$ cat config.mk
export PLATFORM = sky130hd
export DESIGN_NAME = pcp_host_flat
export DESIGN_NICKNAME = d
export VERILOG_FILES = /design/src/design/pcp_pkg.sv /design/src/design/pcp_link_if.sv /design/src/design/pcp_host.sv /design/src/flat_wrapper.sv
export SDC_FILE = /design/constraint.sdc
export NUM_CORES = 1
export LEC_CHECK = 0
export BUFFER_PORTS_ARGS = -buffer_cell sky130_fd_sc_hd__clkbuf_2
export CORE_MARGIN = 5
export CORE_UTILIZATION = 50
export DETAILED_ROUTE_END_ITERATION = 12
export PLACE_DENSITY = 0.63
export REMOVE_ABC_BUFFERS = 1
export SYNTH_ARGS = -nofsm -noshare
export SYNTH_HDL_FRONTEND = slang
export SYNTH_SLANG_ARGS = --single-unit
$ cat constraint.sdc
create_clock -name aclk -period 15.85 [get_ports aclk]
set_input_delay 0.7925 -clock aclk [delete_from_list [all_inputs] [get_ports aclk]]
set_output_delay 0.7925 -clock aclk [all_outputs]
set_load 0.005 [all_outputs]
$ cat src/design/pcp_pkg.sv
// constants and types shared by both ends of the synthesizer programming link
package pcp_pkg;
  // ----------------------------------------
  // clock and timing
  // ----------------------------------------
  localparam int CLK_HZ = 10_000_000;
  localparam int CLK_NS = 1_000_000_000 / CLK_HZ;
  localparam int LINK_HALF_NS = 400;
  localparam int LINK_HALF_CYC = (LINK_HALF_NS / CLK_NS < 1) ? 1 : LINK_HALF_NS / CLK_NS;
  localparam int PULSE_MIN_US = 100;
  localparam int PULSE_MIN_CYC = (PULSE_MIN_US * 1000 + CLK_NS - 1) / CLK_NS;
  localparam int PULSE_MAX_MS = 15;
  localparam int PULSE_MAX_CYC = PULSE_MAX_MS * 1_000_000 / CLK_NS;
  localparam int LOCK_MS = 30;
  localparam int LOCK_CYC = LOCK_MS * 1_000_000 / CLK_NS;
  // ----------------------------------------
  // divider fields and limits
  // ----------------------------------------
  localparam int SHIFT_W = 19;
  localparam int N_W = 11;
  localparam int A_W = 7;
  localparam int R_W = 14;
  localparam int DIV_W = 18;
  localparam int N_MIN = 3;
  localparam int N_MAX = 2047;
  localparam int R_MIN = 3;
  localparam int R_MAX = 16383;
  localparam int PRESC_LO = 64;
  localparam int PRESC_HI = 128;
  localparam int OSC_HZ = 21_250_000;
  localparam int OFFSET_HZ = 21_700_000;
  localparam int FCOMP_HZ_SLOW = 6250;
  localparam int FCOMP_HZ_MID = 12500;
  localparam int FCOMP_HZ_FAST = 25000;
  localparam logic [R_W-1:0] REF_SLOW = R_W'(OSC_HZ / FCOMP_HZ_SLOW);
  localparam logic [R_W-1:0] REF_MID = R_W'(OSC_HZ / FCOMP_HZ_MID);
  localparam logic [R_W-1:0] REF_FAST = R_W'(OSC_HZ / FCOMP_HZ_FAST);
  localparam logic [DIV_W-1:0] OFF_SLOW = DIV_W'(OFFSET_HZ / FCOMP_HZ_SLOW);
  localparam logic [DIV_W-1:0] OFF_MID = DIV_W'(OFFSET_HZ / FCOMP_HZ_MID);
  localparam logic [DIV_W-1:0] OFF_FAST = DIV_W'(OFFSET_HZ / FCOMP_HZ_FAST);
  // ----------------------------------------
  // serial word layout, msb sent first, latch select last
  // ref word:  cs, lds, fc, sw, r[13:0], sel
  // prog word: n[10:0], a[6:0], sel
  // ----------------------------------------
  localparam logic CS_1MA5 = 1'b0;
  localparam logic LDS_LOCK = 1'b0;
  localparam logic FC_POS = 1'b1;
  localparam logic SW_64 = 1'b1;
  localparam logic SW_128 = 1'b0;
  localparam logic SEL_REF = 1'b1;
  localparam logic SEL_PROG = 1'b0;
  localparam int REF_SW_POS = 15;
  localparam int REF_FC_POS = 16;
  localparam int REF_LDS_POS = 17;
  localparam int REF_CS_POS = 18;
  // ----------------------------------------
  // register map
  // ----------------------------------------
  localparam int ADDR_W = 8;
  localparam logic [ADDR_W-1:0] REG_CTRL = 8'h00;
  localparam logic [ADDR_W-1:0] REG_CHAN = 8'h04;
  localparam logic [ADDR_W-1:0] REG_STAT = 8'h08;
  localparam logic [ADDR_W-1:0] REG_TXD = 8'h0C;
  localparam logic [ADDR_W-1:0] REG_TBL = 8'h40;
  localparam int TBL_DEPTH = 16;
  localparam int TBL_AW = 4;
  localparam int CTRL_PRESC_BIT = 2;
  localparam int CTRL_FCOMP_LSB = 3;
  localparam int STAT_BUSY_BIT = 0;
  localparam int STAT_LOCK_BIT = 1;
  localparam int STAT_RANGE_BIT = 2;
  localparam int STAT_LONG_BIT = 3;
  localparam logic [1:0] RESP_OKAY = 2'h0;
  localparam logic [1:0] RESP_SLVERR = 2'h2;
  localparam logic [1:0] FCOMP_SLOW = 2'h0;
  localparam logic [1:0] FCOMP_MID = 2'h1;
  localparam logic [1:0] FCOMP_FAST = 2'h2;
  // ----------------------------------------
  // types
  // ----------------------------------------
  typedef enum logic [1:0] {
    MODE_IDLE = 2'b00,
    MODE_TX = 2'b01,
    MODE_RX = 2'b10
  } pcp_mode_t;
  typedef enum logic [2:0] {
    HS_IDLE = 3'b000,
    HS_CLK_LO = 3'b001,
    HS_CLK_HI = 3'b010,
    HS_STROBE = 3'b011,
    HS_GAP = 3'b100
  } pcp_hstate_t;
endpackage

$ cat src/design/pcp_link_if.sv
// pins between the host controller and the radio module
`timescale 1ns/1ps
interface pcp_link_if;
  logic link_clk;
  logic link_data;
  logic load_strobe;
  logic transmit_select_low;
  logic receive_select_low;
  logic tx_data_input;
  logic lock_indicator;
  modport host (
    output link_clk, link_data, load_strobe, transmit_select_low, receive_select_low,
    output tx_data_input,
    input lock_indicator
  );
  modport dev (
    input link_clk, link_data, load_strobe, transmit_select_low, receive_select_low,
    input tx_data_input,
    output lock_indicator
  );
endinterface

$ cat src/design/pcp_host.sv
// host controller: channel table, divider math, serial sender, axi4-lite registers
//
// Notes on behaviour
// - tx select low only with rx high
// - rx select low only with tx high
// - lock pin high when locked
// - tx data pulses 100 us to 15 ms; a high pulse past 15 ms is not ended, it only sets the long flag
// - output frequency from m, n, a, r
// - prescaler is 64 or 128
// - programmable count 3 to 2047
// - swallow count below programmable count
// - reference count 3 to 16383
// - target is channel minus 21.7 MHz
// - reference count is 21.25 MHz over fcomp
// - fcomp 6.25, 12.5 or 25 kHz
// - n split into quotient and remainder
// - operation bits ahead of reference count
// - charge pump select bit sent as 0
// - channel table sent on each change; the code sends only on a channel write made while idle and in range
// - one bit per rising link clock
// - strobe loads latch named by last bit
`timescale 1ns/1ps
module pcp_host
  import pcp_pkg::*;
#(
  parameter int PULSE_MAX_CYCLES = PULSE_MAX_CYC
) (
  input wire logic aclk, // clock
  input wire logic aresetn, // sync reset, low
  pcp_link_if.host link, // pins to module
  input wire logic [ADDR_W-1:0] s_axi_awaddr, // write address
  input wire logic s_axi_awvalid, // write address valid
  output logic s_axi_awready, // write address ready
  input wire logic [31:0] s_axi_wdata, // write data
  input wire logic [3:0] s_axi_wstrb, // byte strobes
  input wire logic s_axi_wvalid, // write data valid
  output logic s_axi_wready, // write data ready
  output logic [1:0] s_axi_bresp, // write response
  output logic s_axi_bvalid, // write response valid
  input wire logic s_axi_bready, // write response ready
  input wire logic [ADDR_W-1:0] s_axi_araddr, // read address
  input wire logic s_axi_arvalid, // read address valid
  output logic s_axi_arready, // read address ready
  output logic [31:0] s_axi_rdata, // read data
  output logic [1:0] s_axi_rresp, // read response
  output logic s_axi_rvalid, // read data valid
  input wire logic s_axi_rready // read data ready
);
  // ----------------------------------------
  // bus decode
  // ----------------------------------------
  logic bvalid_ff;
  logic [1:0] bresp_ff;
  logic rvalid_ff;
  logic [1:0] rresp_ff;
  logic [31:0] rdata_ff;
  wire wr_go = s_axi_awvalid && s_axi_wvalid && !bvalid_ff;
  wire rd_go = s_axi_arvalid && !rvalid_ff;
  wire [31:0] wmask = {{8{s_axi_wstrb[3]}}, {8{s_axi_wstrb[2]}}, {8{s_axi_wstrb[1]}},
                       {8{s_axi_wstrb[0]}}};
  wire [31:0] wbits = s_axi_wdata & wmask;
  wire w_ctrl = wr_go && s_axi_awaddr == REG_CTRL;
  wire w_chan = wr_go && s_axi_awaddr == REG_CHAN;
  wire w_stat = wr_go && s_axi_awaddr == REG_STAT;
  wire w_txd = wr_go && s_axi_awaddr == REG_TXD;
  wire w_tbl = wr_go && s_axi_awaddr >= REG_TBL
               && s_axi_awaddr < REG_TBL + ADDR_W'(4 * TBL_DEPTH) && s_axi_awaddr[1:0] == 2'h0;
  wire w_hit = w_ctrl || w_chan || w_stat || w_txd || w_tbl;
  wire r_tbl = s_axi_araddr >= REG_TBL
               && s_axi_araddr < REG_TBL + ADDR_W'(4 * TBL_DEPTH) && s_axi_araddr[1:0] == 2'h0;
  wire [TBL_AW-1:0] w_idx = s_axi_awaddr[TBL_AW+1:2];
  wire [TBL_AW-1:0] r_idx = s_axi_araddr[TBL_AW+1:2];
  assign s_axi_awready = wr_go;
  assign s_axi_wready = wr_go;
  assign s_axi_arready = rd_go;
  // ----------------------------------------
  // software registers and channel table
  // ----------------------------------------
  logic [DIV_W-1:0] tbl_mem [TBL_DEPTH];
  logic [1:0] mode_ff;
  logic presc_ff;
  logic [1:0] fcomp_ff;
  logic [TBL_AW-1:0] chan_ff;
  logic txd_req_ff;
  logic range_err_ff;
  logic long_ff;
  logic busy;
  logic set_err;
  logic set_long;
  logic start;
  always_ff @(posedge aclk) begin
    if (w_tbl) begin
      tbl_mem[w_idx] <= wbits[DIV_W-1:0];
    end
  end
  always_ff @(posedge aclk) begin
    if (!aresetn) begin
      mode_ff <= MODE_IDLE;
      presc_ff <= 1'b0;
      fcomp_ff <= FCOMP_FAST;
      chan_ff <= 4'h0;
      txd_req_ff <= 1'b0;
      range_err_ff <= 1'b0;
      long_ff <= 1'b0;
    end else begin
      if (w_ctrl) begin
        mode_ff <= wbits[1:0] == 2'h3 ? MODE_IDLE : wbits[1:0];
        presc_ff <= wbits[CTRL_PRESC_BIT];
        fcomp_ff <= wbits[CTRL_FCOMP_LSB+1:CTRL_FCOMP_LSB];
      end
      if (w_chan && !busy) begin
        chan_ff <= wbits[TBL_AW-1:0];
      end
      if (w_txd) begin
        txd_req_ff <= wbits[0];
      end
      // sticky flags, set wins over clear
      range_err_ff <= set_err || (range_err_ff && !(w_stat && wbits[STAT_RANGE_BIT]));
      long_ff <= set_long || (long_ff && !(w_stat && wbits[STAT_LONG_BIT]));
    end
  end
  // ----------------------------------------
  // divider values
  // ----------------------------------------
  // table entry on channel change
  wire [DIV_W-1:0] chan_units = tbl_mem[wbits[TBL_AW-1:0]];
  wire fcomp_ok = fcomp_ff == FCOMP_SLOW || fcomp_ff == FCOMP_MID || fcomp_ff == FCOMP_FAST;
  wire [DIV_W-1:0] off_units = fcomp_ff == FCOMP_SLOW ? OFF_SLOW
                             : fcomp_ff == FCOMP_MID ? OFF_MID : OFF_FAST;
  wire [R_W-1:0] r_val = fcomp_ff == FCOMP_SLOW ? REF_SLOW
                       : fcomp_ff == FCOMP_MID ? REF_MID : REF_FAST;
  wire [DIV_W:0] n_total = {1'b0, chan_units} - {1'b0, off_units};
  wire [DIV_W-6:0] n_quot = presc_ff ? {2'b00, n_total[DIV_W-1:7]}
                                     : {1'b0, n_total[DIV_W-1:6]};
  wire [A_W-1:0] a_val = presc_ff ? n_total[6:0] : {1'b0, n_total[5:0]};
  wire [N_W-1:0] n_val = n_quot[N_W-1:0];
  wire vals_ok = !n_total[DIV_W] && fcomp_ok && n_quot >= (DIV_W-5)'(N_MIN)
                 && n_quot <= (DIV_W-5)'(N_MAX) && {4'h0, a_val} < n_val
                 && r_val >= R_W'(R_MIN) && r_val <= R_W'(R_MAX);
  assign start = w_chan && !busy && vals_ok;
  assign set_err = w_chan && !busy && !vals_ok;
  // operation bits lead the reference word
  wire [SHIFT_W-1:0] ref_word = {CS_1MA5, LDS_LOCK, FC_POS, presc_ff ? SW_128 : SW_64, r_val,
                                 SEL_REF};
  wire [SHIFT_W-1:0] prog_word = {n_val, a_val, SEL_PROG};
  // ----------------------------------------
  // serial sender
  // ----------------------------------------
  pcp_hstate_t state_ff;
  pcp_hstate_t nxt_state;
  logic [2:0] div_ff;
  logic [4:0] bit_ff;
  logic [SHIFT_W-1:0] word_ff;
  logic [SHIFT_W-1:0] prog_ff;
  logic second_ff;
  logic lclk_ff;
  logic ldata_ff;
  logic lstrobe_ff;
  wire half_done = div_ff == 3'(LINK_HALF_CYC - 1);
  assign busy = state_ff != HS_IDLE;
  always_comb begin
    nxt_state = state_ff;
    case (state_ff)
      HS_IDLE: if (start) nxt_state = HS_CLK_LO;
      HS_CLK_LO: if (half_done) nxt_state = HS_CLK_HI;
      HS_CLK_HI: if (half_done) nxt_state = bit_ff == 5'(SHIFT_W - 1) ? HS_STROBE : HS_CLK_LO;
      HS_STROBE: if (half_done) nxt_state = HS_GAP;
      HS_GAP: if (half_done) nxt_state = second_ff ? HS_IDLE : HS_CLK_LO;
      default: nxt_state = HS_IDLE;
    endcase
  end
  always_ff @(posedge aclk) begin
    if (!aresetn) begin
      state_ff <= HS_IDLE;
      div_ff <= 3'h0;
      bit_ff <= 5'h00;
      word_ff <= 19'h0_0000;
      prog_ff <= 19'h0_0000;
      second_ff <= 1'b0;
    end else begin
      state_ff <= nxt_state;
      div_ff <= (nxt_state != state_ff || state_ff == HS_IDLE) ? 3'h0 : div_ff + 3'h1;
      if (start) begin
        word_ff <= ref_word;
        prog_ff <= prog_word;
        second_ff <= 1'b0;
        bit_ff <= 5'h00;
      end else if (state_ff == HS_CLK_HI && half_done) begin
        word_ff <= {word_ff[SHIFT_W-2:0], 1'b0};
        bit_ff <= bit_ff + 5'h01;
      end else if (state_ff == HS_GAP && half_done) begin
        word_ff <= prog_ff;
        second_ff <= 1'b1;
        bit_ff <= 5'h00;
      end
    end
  end
  always_ff @(posedge aclk) begin
    if (!aresetn) begin
      lclk_ff <= 1'b0;
      ldata_ff <= 1'b0;
      lstrobe_ff <= 1'b0;
    end else begin
      lclk_ff <= nxt_state == HS_CLK_HI;
      ldata_ff <= (nxt_state == HS_CLK_LO || nxt_state == HS_CLK_HI) &&
                  (start ? ref_word[SHIFT_W-1] : word_ff[SHIFT_W-1]);
      lstrobe_ff <= nxt_state == HS_STROBE;
    end
  end
  // ----------------------------------------
  // mode selects, tx data and lock
  // ----------------------------------------
  logic tsel_ff;
  logic rsel_ff;
  logic txd_ff;
  logic [$clog2(PULSE_MAX_CYCLES+1)-1:0] pw_ff;
  logic lock_s1_ff;
  logic lock_s2_ff;
  // hold each level at least the minimum
  wire may_flip = pw_ff >= ($bits(pw_ff))'(PULSE_MIN_CYC - 1);
  wire flip = txd_req_ff != txd_ff && may_flip;
  assign set_long = txd_ff && pw_ff == ($bits(pw_ff))'(PULSE_MAX_CYCLES - 1) && !flip;
  always_ff @(posedge aclk) begin
    if (!aresetn) begin
      tsel_ff <= 1'b1;
      rsel_ff <= 1'b1;
      txd_ff <= 1'b0;
      pw_ff <= '0;
      lock_s1_ff <= 1'b0;
      lock_s2_ff <= 1'b0;
    end else begin
      // one select low at a time
      tsel_ff <= mode_ff != MODE_TX;
      rsel_ff <= mode_ff != MODE_RX;
      if (flip) begin
        txd_ff <= txd_req_ff;
        pw_ff <= '0;
      end else if (pw_ff != ($bits(pw_ff))'(PULSE_MAX_CYCLES)) begin
        pw_ff <= pw_ff + 1'b1;
      end
      lock_s1_ff <= link.lock_indicator;
      lock_s2_ff <= lock_s1_ff;
    end
  end
  assign link.link_clk = lclk_ff;
  assign link.link_data = ldata_ff;
  assign link.load_strobe = lstrobe_ff;
  assign link.transmit_select_low = tsel_ff;
  assign link.receive_select_low = rsel_ff;
  assign link.tx_data_input = txd_ff;
  // ----------------------------------------
  // bus answers
  // ----------------------------------------
  wire [31:0] rd_ctrl = {27'h000_0000, fcomp_ff, presc_ff, mode_ff};
  wire [31:0] rd_stat = {28'h000_0000, long_ff, range_err_ff, lock_s2_ff, busy};
  wire [31:0] rd_tbl = {14'h0000, tbl_mem[r_idx]};
  wire r_hit = s_axi_araddr == REG_CTRL || s_axi_araddr == REG_CHAN
               || s_axi_araddr == REG_STAT || s_axi_araddr == REG_TXD || r_tbl;
  wire [31:0] rd_val = s_axi_araddr == REG_CTRL ? rd_ctrl
                     : s_axi_araddr == REG_CHAN ? {28'h000_0000, chan_ff}
                     : s_axi_araddr == REG_STAT ? rd_stat
                     : s_axi_araddr == REG_TXD ? {31'h0000_0000, txd_ff}
                     : r_tbl ? rd_tbl : 32'h0000_0000;
  always_ff @(posedge aclk) begin
    if (!aresetn) begin
      bvalid_ff <= 1'b0;
      bresp_ff <= RESP_OKAY;
      rvalid_ff <= 1'b0;
      rresp_ff <= RESP_OKAY;
      rdata_ff <= 32'h0000_0000;
    end else begin
      if (wr_go) begin
        bvalid_ff <= 1'b1;
        bresp_ff <= w_hit ? RESP_OKAY : RESP_SLVERR;
      end else if (s_axi_bready) begin
        bvalid_ff <= 1'b0;
      end
      if (rd_go) begin
        rvalid_ff <= 1'b1;
        rresp_ff <= r_hit ? RESP_OKAY : RESP_SLVERR;
        rdata_ff <= rd_val;
      end else if (s_axi_rready) begin
        rvalid_ff <= 1'b0;
      end
    end
  end
  assign s_axi_bvalid = bvalid_ff;
  assign s_axi_bresp = bresp_ff;
  assign s_axi_rvalid = rvalid_ff;
  assign s_axi_rresp = rresp_ff;
  assign s_axi_rdata = rdata_ff;
endmodule

$ cat src/flat_wrapper.sv
// flat-port wrapper written by rule: the top's interface ports become plain ports
module pcp_host_flat import pcp_pkg::*;
#(
  parameter int PULSE_MAX_CYCLES = PULSE_MAX_CYC
)
  (aclk, aresetn, s_axi_awaddr, s_axi_awvalid, s_axi_awready, s_axi_wdata, s_axi_wstrb, s_axi_wvalid, s_axi_wready, s_axi_bresp, s_axi_bvalid, s_axi_bready, s_axi_araddr, s_axi_arvalid, s_axi_arready, s_axi_rdata, s_axi_rresp, s_axi_rvalid, s_axi_rready, link_link_clk, link_link_data, link_load_strobe, link_transmit_select_low, link_receive_select_low, link_tx_data_input, link_lock_indicator);
  pcp_link_if link_i ();
  input wire logic aclk;
  input wire logic aresetn;
  input wire logic [ADDR_W-1:0] s_axi_awaddr;
  input wire logic s_axi_awvalid;
  output logic s_axi_awready;
  input wire logic [31:0] s_axi_wdata;
  input wire logic [3:0] s_axi_wstrb;
  input wire logic s_axi_wvalid;
  output logic s_axi_wready;
  output logic [1:0] s_axi_bresp;
  output logic s_axi_bvalid;
  input wire logic s_axi_bready;
  input wire logic [ADDR_W-1:0] s_axi_araddr;
  input wire logic s_axi_arvalid;
  output logic s_axi_arready;
  output logic [31:0] s_axi_rdata;
  output logic [1:0] s_axi_rresp;
  output logic s_axi_rvalid;
  input wire logic s_axi_rready;
  output wire logic [$bits(link_i.link_clk)-1:0] link_link_clk;
  output wire logic [$bits(link_i.link_data)-1:0] link_link_data;
  output wire logic [$bits(link_i.load_strobe)-1:0] link_load_strobe;
  output wire logic [$bits(link_i.transmit_select_low)-1:0] link_transmit_select_low;
  output wire logic [$bits(link_i.receive_select_low)-1:0] link_receive_select_low;
  output wire logic [$bits(link_i.tx_data_input)-1:0] link_tx_data_input;
  input wire logic [$bits(link_i.lock_indicator)-1:0] link_lock_indicator;
  assign link_link_clk = link_i.link_clk;
  assign link_link_data = link_i.link_data;
  assign link_load_strobe = link_i.load_strobe;
  assign link_transmit_select_low = link_i.transmit_select_low;
  assign link_receive_select_low = link_i.receive_select_low;
  assign link_tx_data_input = link_i.tx_data_input;
  assign link_i.lock_indicator = link_lock_indicator;
  pcp_host #(.PULSE_MAX_CYCLES(PULSE_MAX_CYCLES)) u_core (.aclk(aclk), .aresetn(aresetn), .link(link_i), .s_axi_awaddr(s_axi_awaddr), .s_axi_awvalid(s_axi_awvalid), .s_axi_awready(s_axi_awready), .s_axi_wdata(s_axi_wdata), .s_axi_wstrb(s_axi_wstrb), .s_axi_wvalid(s_axi_wvalid), .s_axi_wready(s_axi_wready), .s_axi_bresp(s_axi_bresp), .s_axi_bvalid(s_axi_bvalid), .s_axi_bready(s_axi_bready), .s_axi_araddr(s_axi_araddr), .s_axi_arvalid(s_axi_arvalid), .s_axi_arready(s_axi_arready), .s_axi_rdata(s_axi_rdata), .s_axi_rresp(s_axi_rresp), .s_axi_rvalid(s_axi_rvalid), .s_axi_rready(s_axi_rready));
endmodule
==> flow_metrics.env <==
export IMPL_htree_levels=2
export IMPL_crit_fanout=49
export IMPL_rsz0062_at_grt="no"
export IMPL_post_cts_buffers=0
export IMPL_grt_max_degree=52
export IMPL_critPathRequiredTime_ns=16.32
export IMPL_regToRegStartpoint="u_core.tbl_mem[9][7]"
export IMPL_synth_edf_count=288
export IMPL_fill_cells=3227
export IMPL_antenna_cells=0
export IMPL_netlist_area_sq_um=19500
export IMPL_cts_resized=0
export IMPL_port_buffers=75
export IMPL_setup_tns_ns=0
export IMPL_syn_inst=1509
export IMPL_drc=0
export IMPL_viasPerCell=6.28
export IMPL_ys_flop_type="edfxtp_1"
export IMPL_status="finished, final reports clean"
export IMPL_antenna_found_initial=0
export IMPL_cts_tree="yes"
export IMPL_final_max_slew_viol_count=0
export IMPL_hp_start="u_core.div_ff[0]"
export IMPL_fin_skew_ns=0.0179
export IMPL_synth_cell_types=90
export IMPL_grtUsageMet3=0.0576
export IMPL_postCtsHoldBufs=0
export IMPL_die_area_sq_um=43000
export IMPL_cp_arrival_ns=8.89
export IMPL_hold_class="reg2reg"
export IMPL_power_density_nw_per_um2=106
export IMPL_r2r_cells=21
export IMPL_leakage_uw=0.00770
export IMPL_relSlewSlack=0.165
export IMPL_die_height_microns=207
export IMPL_rows=72
export IMPL_startpoint_type="primary input"
export IMPL_path_class="in2reg"
export IMPL_routabilityCongestion=0.815
export IMPL_avgSynthCellArea_sq_um=12.9
export IMPL_cap_violations=0
export IMPL_fin_util=0.560
export IMPL_synthArstFlopShare=0
export IMPL_use_met2=0.391
export IMPL_wl_per_cell_microns=25.4
export IMPL_clk_pin_slew_ns=0.06
export IMPL_drt_wl_total_microns=53700
export IMPL_vias=13300
export IMPL_yosysSeqAreaShare=0.556
export IMPL_clock_fmax_ghz=0.119
export IMPL_whs_ns=0.418
export IMPL_drive_above_1_share=0.199
export IMPL_hold_depth=1
export IMPL_drt_iter0_markers=1525
export IMPL_vdd_drop_max_mv=0.0830
export IMPL_cts_buffers=43
export IMPL_tightest_slew_ns=1.24
export IMPL_final_nets=1644
export IMPL_grt_pass1_wl_microns=81100
export IMPL_antenna_left=0
export IMPL_ios=107
export IMPL_core_area_sq_um=38600
export IMPL_worstSkewPairLatency_ns=0.57
export IMPL_cts_root_buf="clkbuf_16"
export IMPL_final_min_clock_period_ns=8.42
export IMPL_synth_seq_cells=397
export IMPL_cts_buffer_depth=3
export IMPL_gr_total_overflow=0
export IMPL_top_usage_layer="met2"
export IMPL_numClockSinks=397
export IMPL_setup_violations=0
export IMPL_hold_viol_final=0
export IMPL_period_share=0.531
export IMPL_first_pass_iters=5
export IMPL_fp_dieW_microns=207
export IMPL_gr_usage_met1=0.344
export IMPL_ys_warn_count=0
export IMPL_grt_pass1_vias=13100
export IMPL_initial_utilization=0.505
export IMPL_startpoint="s_axi_wdata[0]"
export IMPL_syn_to_final_growth_pct=11.0
export IMPL_end_kind="flop"
export IMPL_track_usage=0.246
export IMPL_dp_hpwl_microns=31600
## registers in the layout (all words and copies together), names as in the netlist, 2 cells and up
| name | cells |
|---|---|
| u_core.tbl_mem | 288 |
| u_core.div_ff | 3 |
| u_core.prog_ff | 18 |
| u_core.s_axi_rdata | 18 |
| u_core.fcomp_ff | 2 |
| u_core.chan_ff | 4 |
| u_core.bit_ff | 5 |
| u_core.pw_ff | 18 |
| u_core.state_ff | 3 |
| u_core.word_ff | 19 |
| u_core.mode_ff | 2 |
## cells in the final DEF (no fill, tap or decap), types with 22 or more instances in the layout
cell	n
edfxtp_1	288
nor2_1	151
dfxtp_1	109
mux2i_1	106
mux4_2	94
clkbuf_2	71
nand2_1	70
a21oi_1	53
clkbuf_16	44
buf_4	40
nor3_1	33
o21ai_0	32
inv_1	30
nand3_1	30
and2_1	26
a22oi_1	24
o22ai_1	23
ha_1	22
## final timing paths
| kind | endpoint | slack, ns |
|---|---|---|
| worst max-delay path | u_core.bit_ff[4] | 7.43 |
| worst min-delay path | u_core.div_ff[0] | 0.42 |
| worst max register to register | u_core.bit_ff[4] | 9.17 |
| worst min register to register | u_core.div_ff[0] | 0.42 |
## area by class of cell
| type | instances | area (sq um) | share of cell area |
|---|---|---|---|
| inverter | 33 | 124 | 0.00573 |
| sequential | 397 | 10800 | 0.501 |
| multi-input combinational | 975 | 8010 | 0.371 |
| clock inverter | 21 | 164 | 0.00758 |
| timing repair buffer | 111 | 656 | 0.0303 |
| clock buffer | 59 | 1180 | 0.0545 |
| tap | 518 | 648 | 0.0300 |
## synth_stat cells (16+ instances only)
| cell type | instances | area (sq um) |
|---|---|---|
| nand2_1 | 70 | 263 |
| mux2i_1 | 106 | 1060 |
| buf_4 | 20 | 150 |
| o22ai_1 | 23 | 144 |
| dfxtp_1 | 109 | 2180 |
| o21ai_0 | 32 | 160 |
| clkbuf_1 | 64 | 240 |
| mux4_2 | 94 | 2120 |
| edfxtp_1 | 288 | 8650 |
| a211oi_1 | 18 | 135 |
| nor3_1 | 33 | 165 |
| buf_1 | 16 | 60.1 |
| and2_1 | 26 | 163 |
| ha_1 | 22 | 275 |
| a22oi_1 | 24 | 180 |
| a221oi_1 | 21 | 184 |
| a31oi_1 | 21 | 131 |
| nor2_1 | 167 | 627 |
| inv_1 | 31 | 116 |
| a21oi_1 | 53 | 265 |
| nand3_1 | 30 | 150 |
## metrics by stage
| step | total power [uW] | instance area, sq um | worst slack (ns) | instances |
|---|---|---|---|---|
| floorplan | 1260 | 18900 | 9.27 | 1405 |
| global placement | 1350 | 20300 | 7.11 | 2034 |
| detailed placement | 1350 | 20300 | 6.95 | 2034 |
| CTS | 2310 | 21600 | 7.53 | 2114 |
| global route | 2360 | 21600 | 6.87 | 2114 |
| finish | 2290 | 21600 | 7.43 | 2114 |
## where the power goes
| group | internal [uW] | leakage (uW) | switching, uW |
|---|---|---|---|
| Combinational | 79.1 | 0.00335 | 132 |
| Sequential | 1110 | 0.00369 | 1.76 |
| Clock | 554 | 0.000658 | 408 |
## critical path: stages
cell	delay, ns
buf_4	0.53
buf_4	0.74
o21a_1	0.57
nor2_1	0.10
a2111oi_0	0.46
nor3_1	0.12
a31oi_1	0.58
ha_1	0.48
a21o_1	0.24
a31oi_1	0.33
a31oi_1	0.13
o311ai_0	0.71
o21ai_0	0.35
ha_1	0.40
nor2b_1	0.13
o21ai_0	0.08
nand2b_1	0.07
a21oi_1	0.06
o31ai_1	0.08
a31oi_2	0.12
o311ai_2	0.93
buf_4	0.29
nand2_1	0.24
a311oi_1	0.29
## layer usage
metal  share of wire  up-vias
met2            0.47      615
met5               0        -
met3           0.093       97
met1            0.42     6630
met4           0.024        0
li1                -     5932
## cells by family (layout without fill, tap and decap cells)
| group | count (synthesis) | in the layout | synth area share |
|---|---|---|---|
| simple gates | 402 | 402 | 0.0979 |
| flops | 397 | 397 | 0.556 |
| compound gates | 298 | 298 | 0.112 |
| mux | 208 | 208 | 0.168 |
| buf+inv | 152 | 224 | 0.0375 |
| xor+xnor | 28 | 28 | 0.0126 |
| fa+ha+maj | 23 | 23 | 0.0152 |
| other cells | 1 | 16 | 0.000193 |
Power figures use the tool's default switching activity.
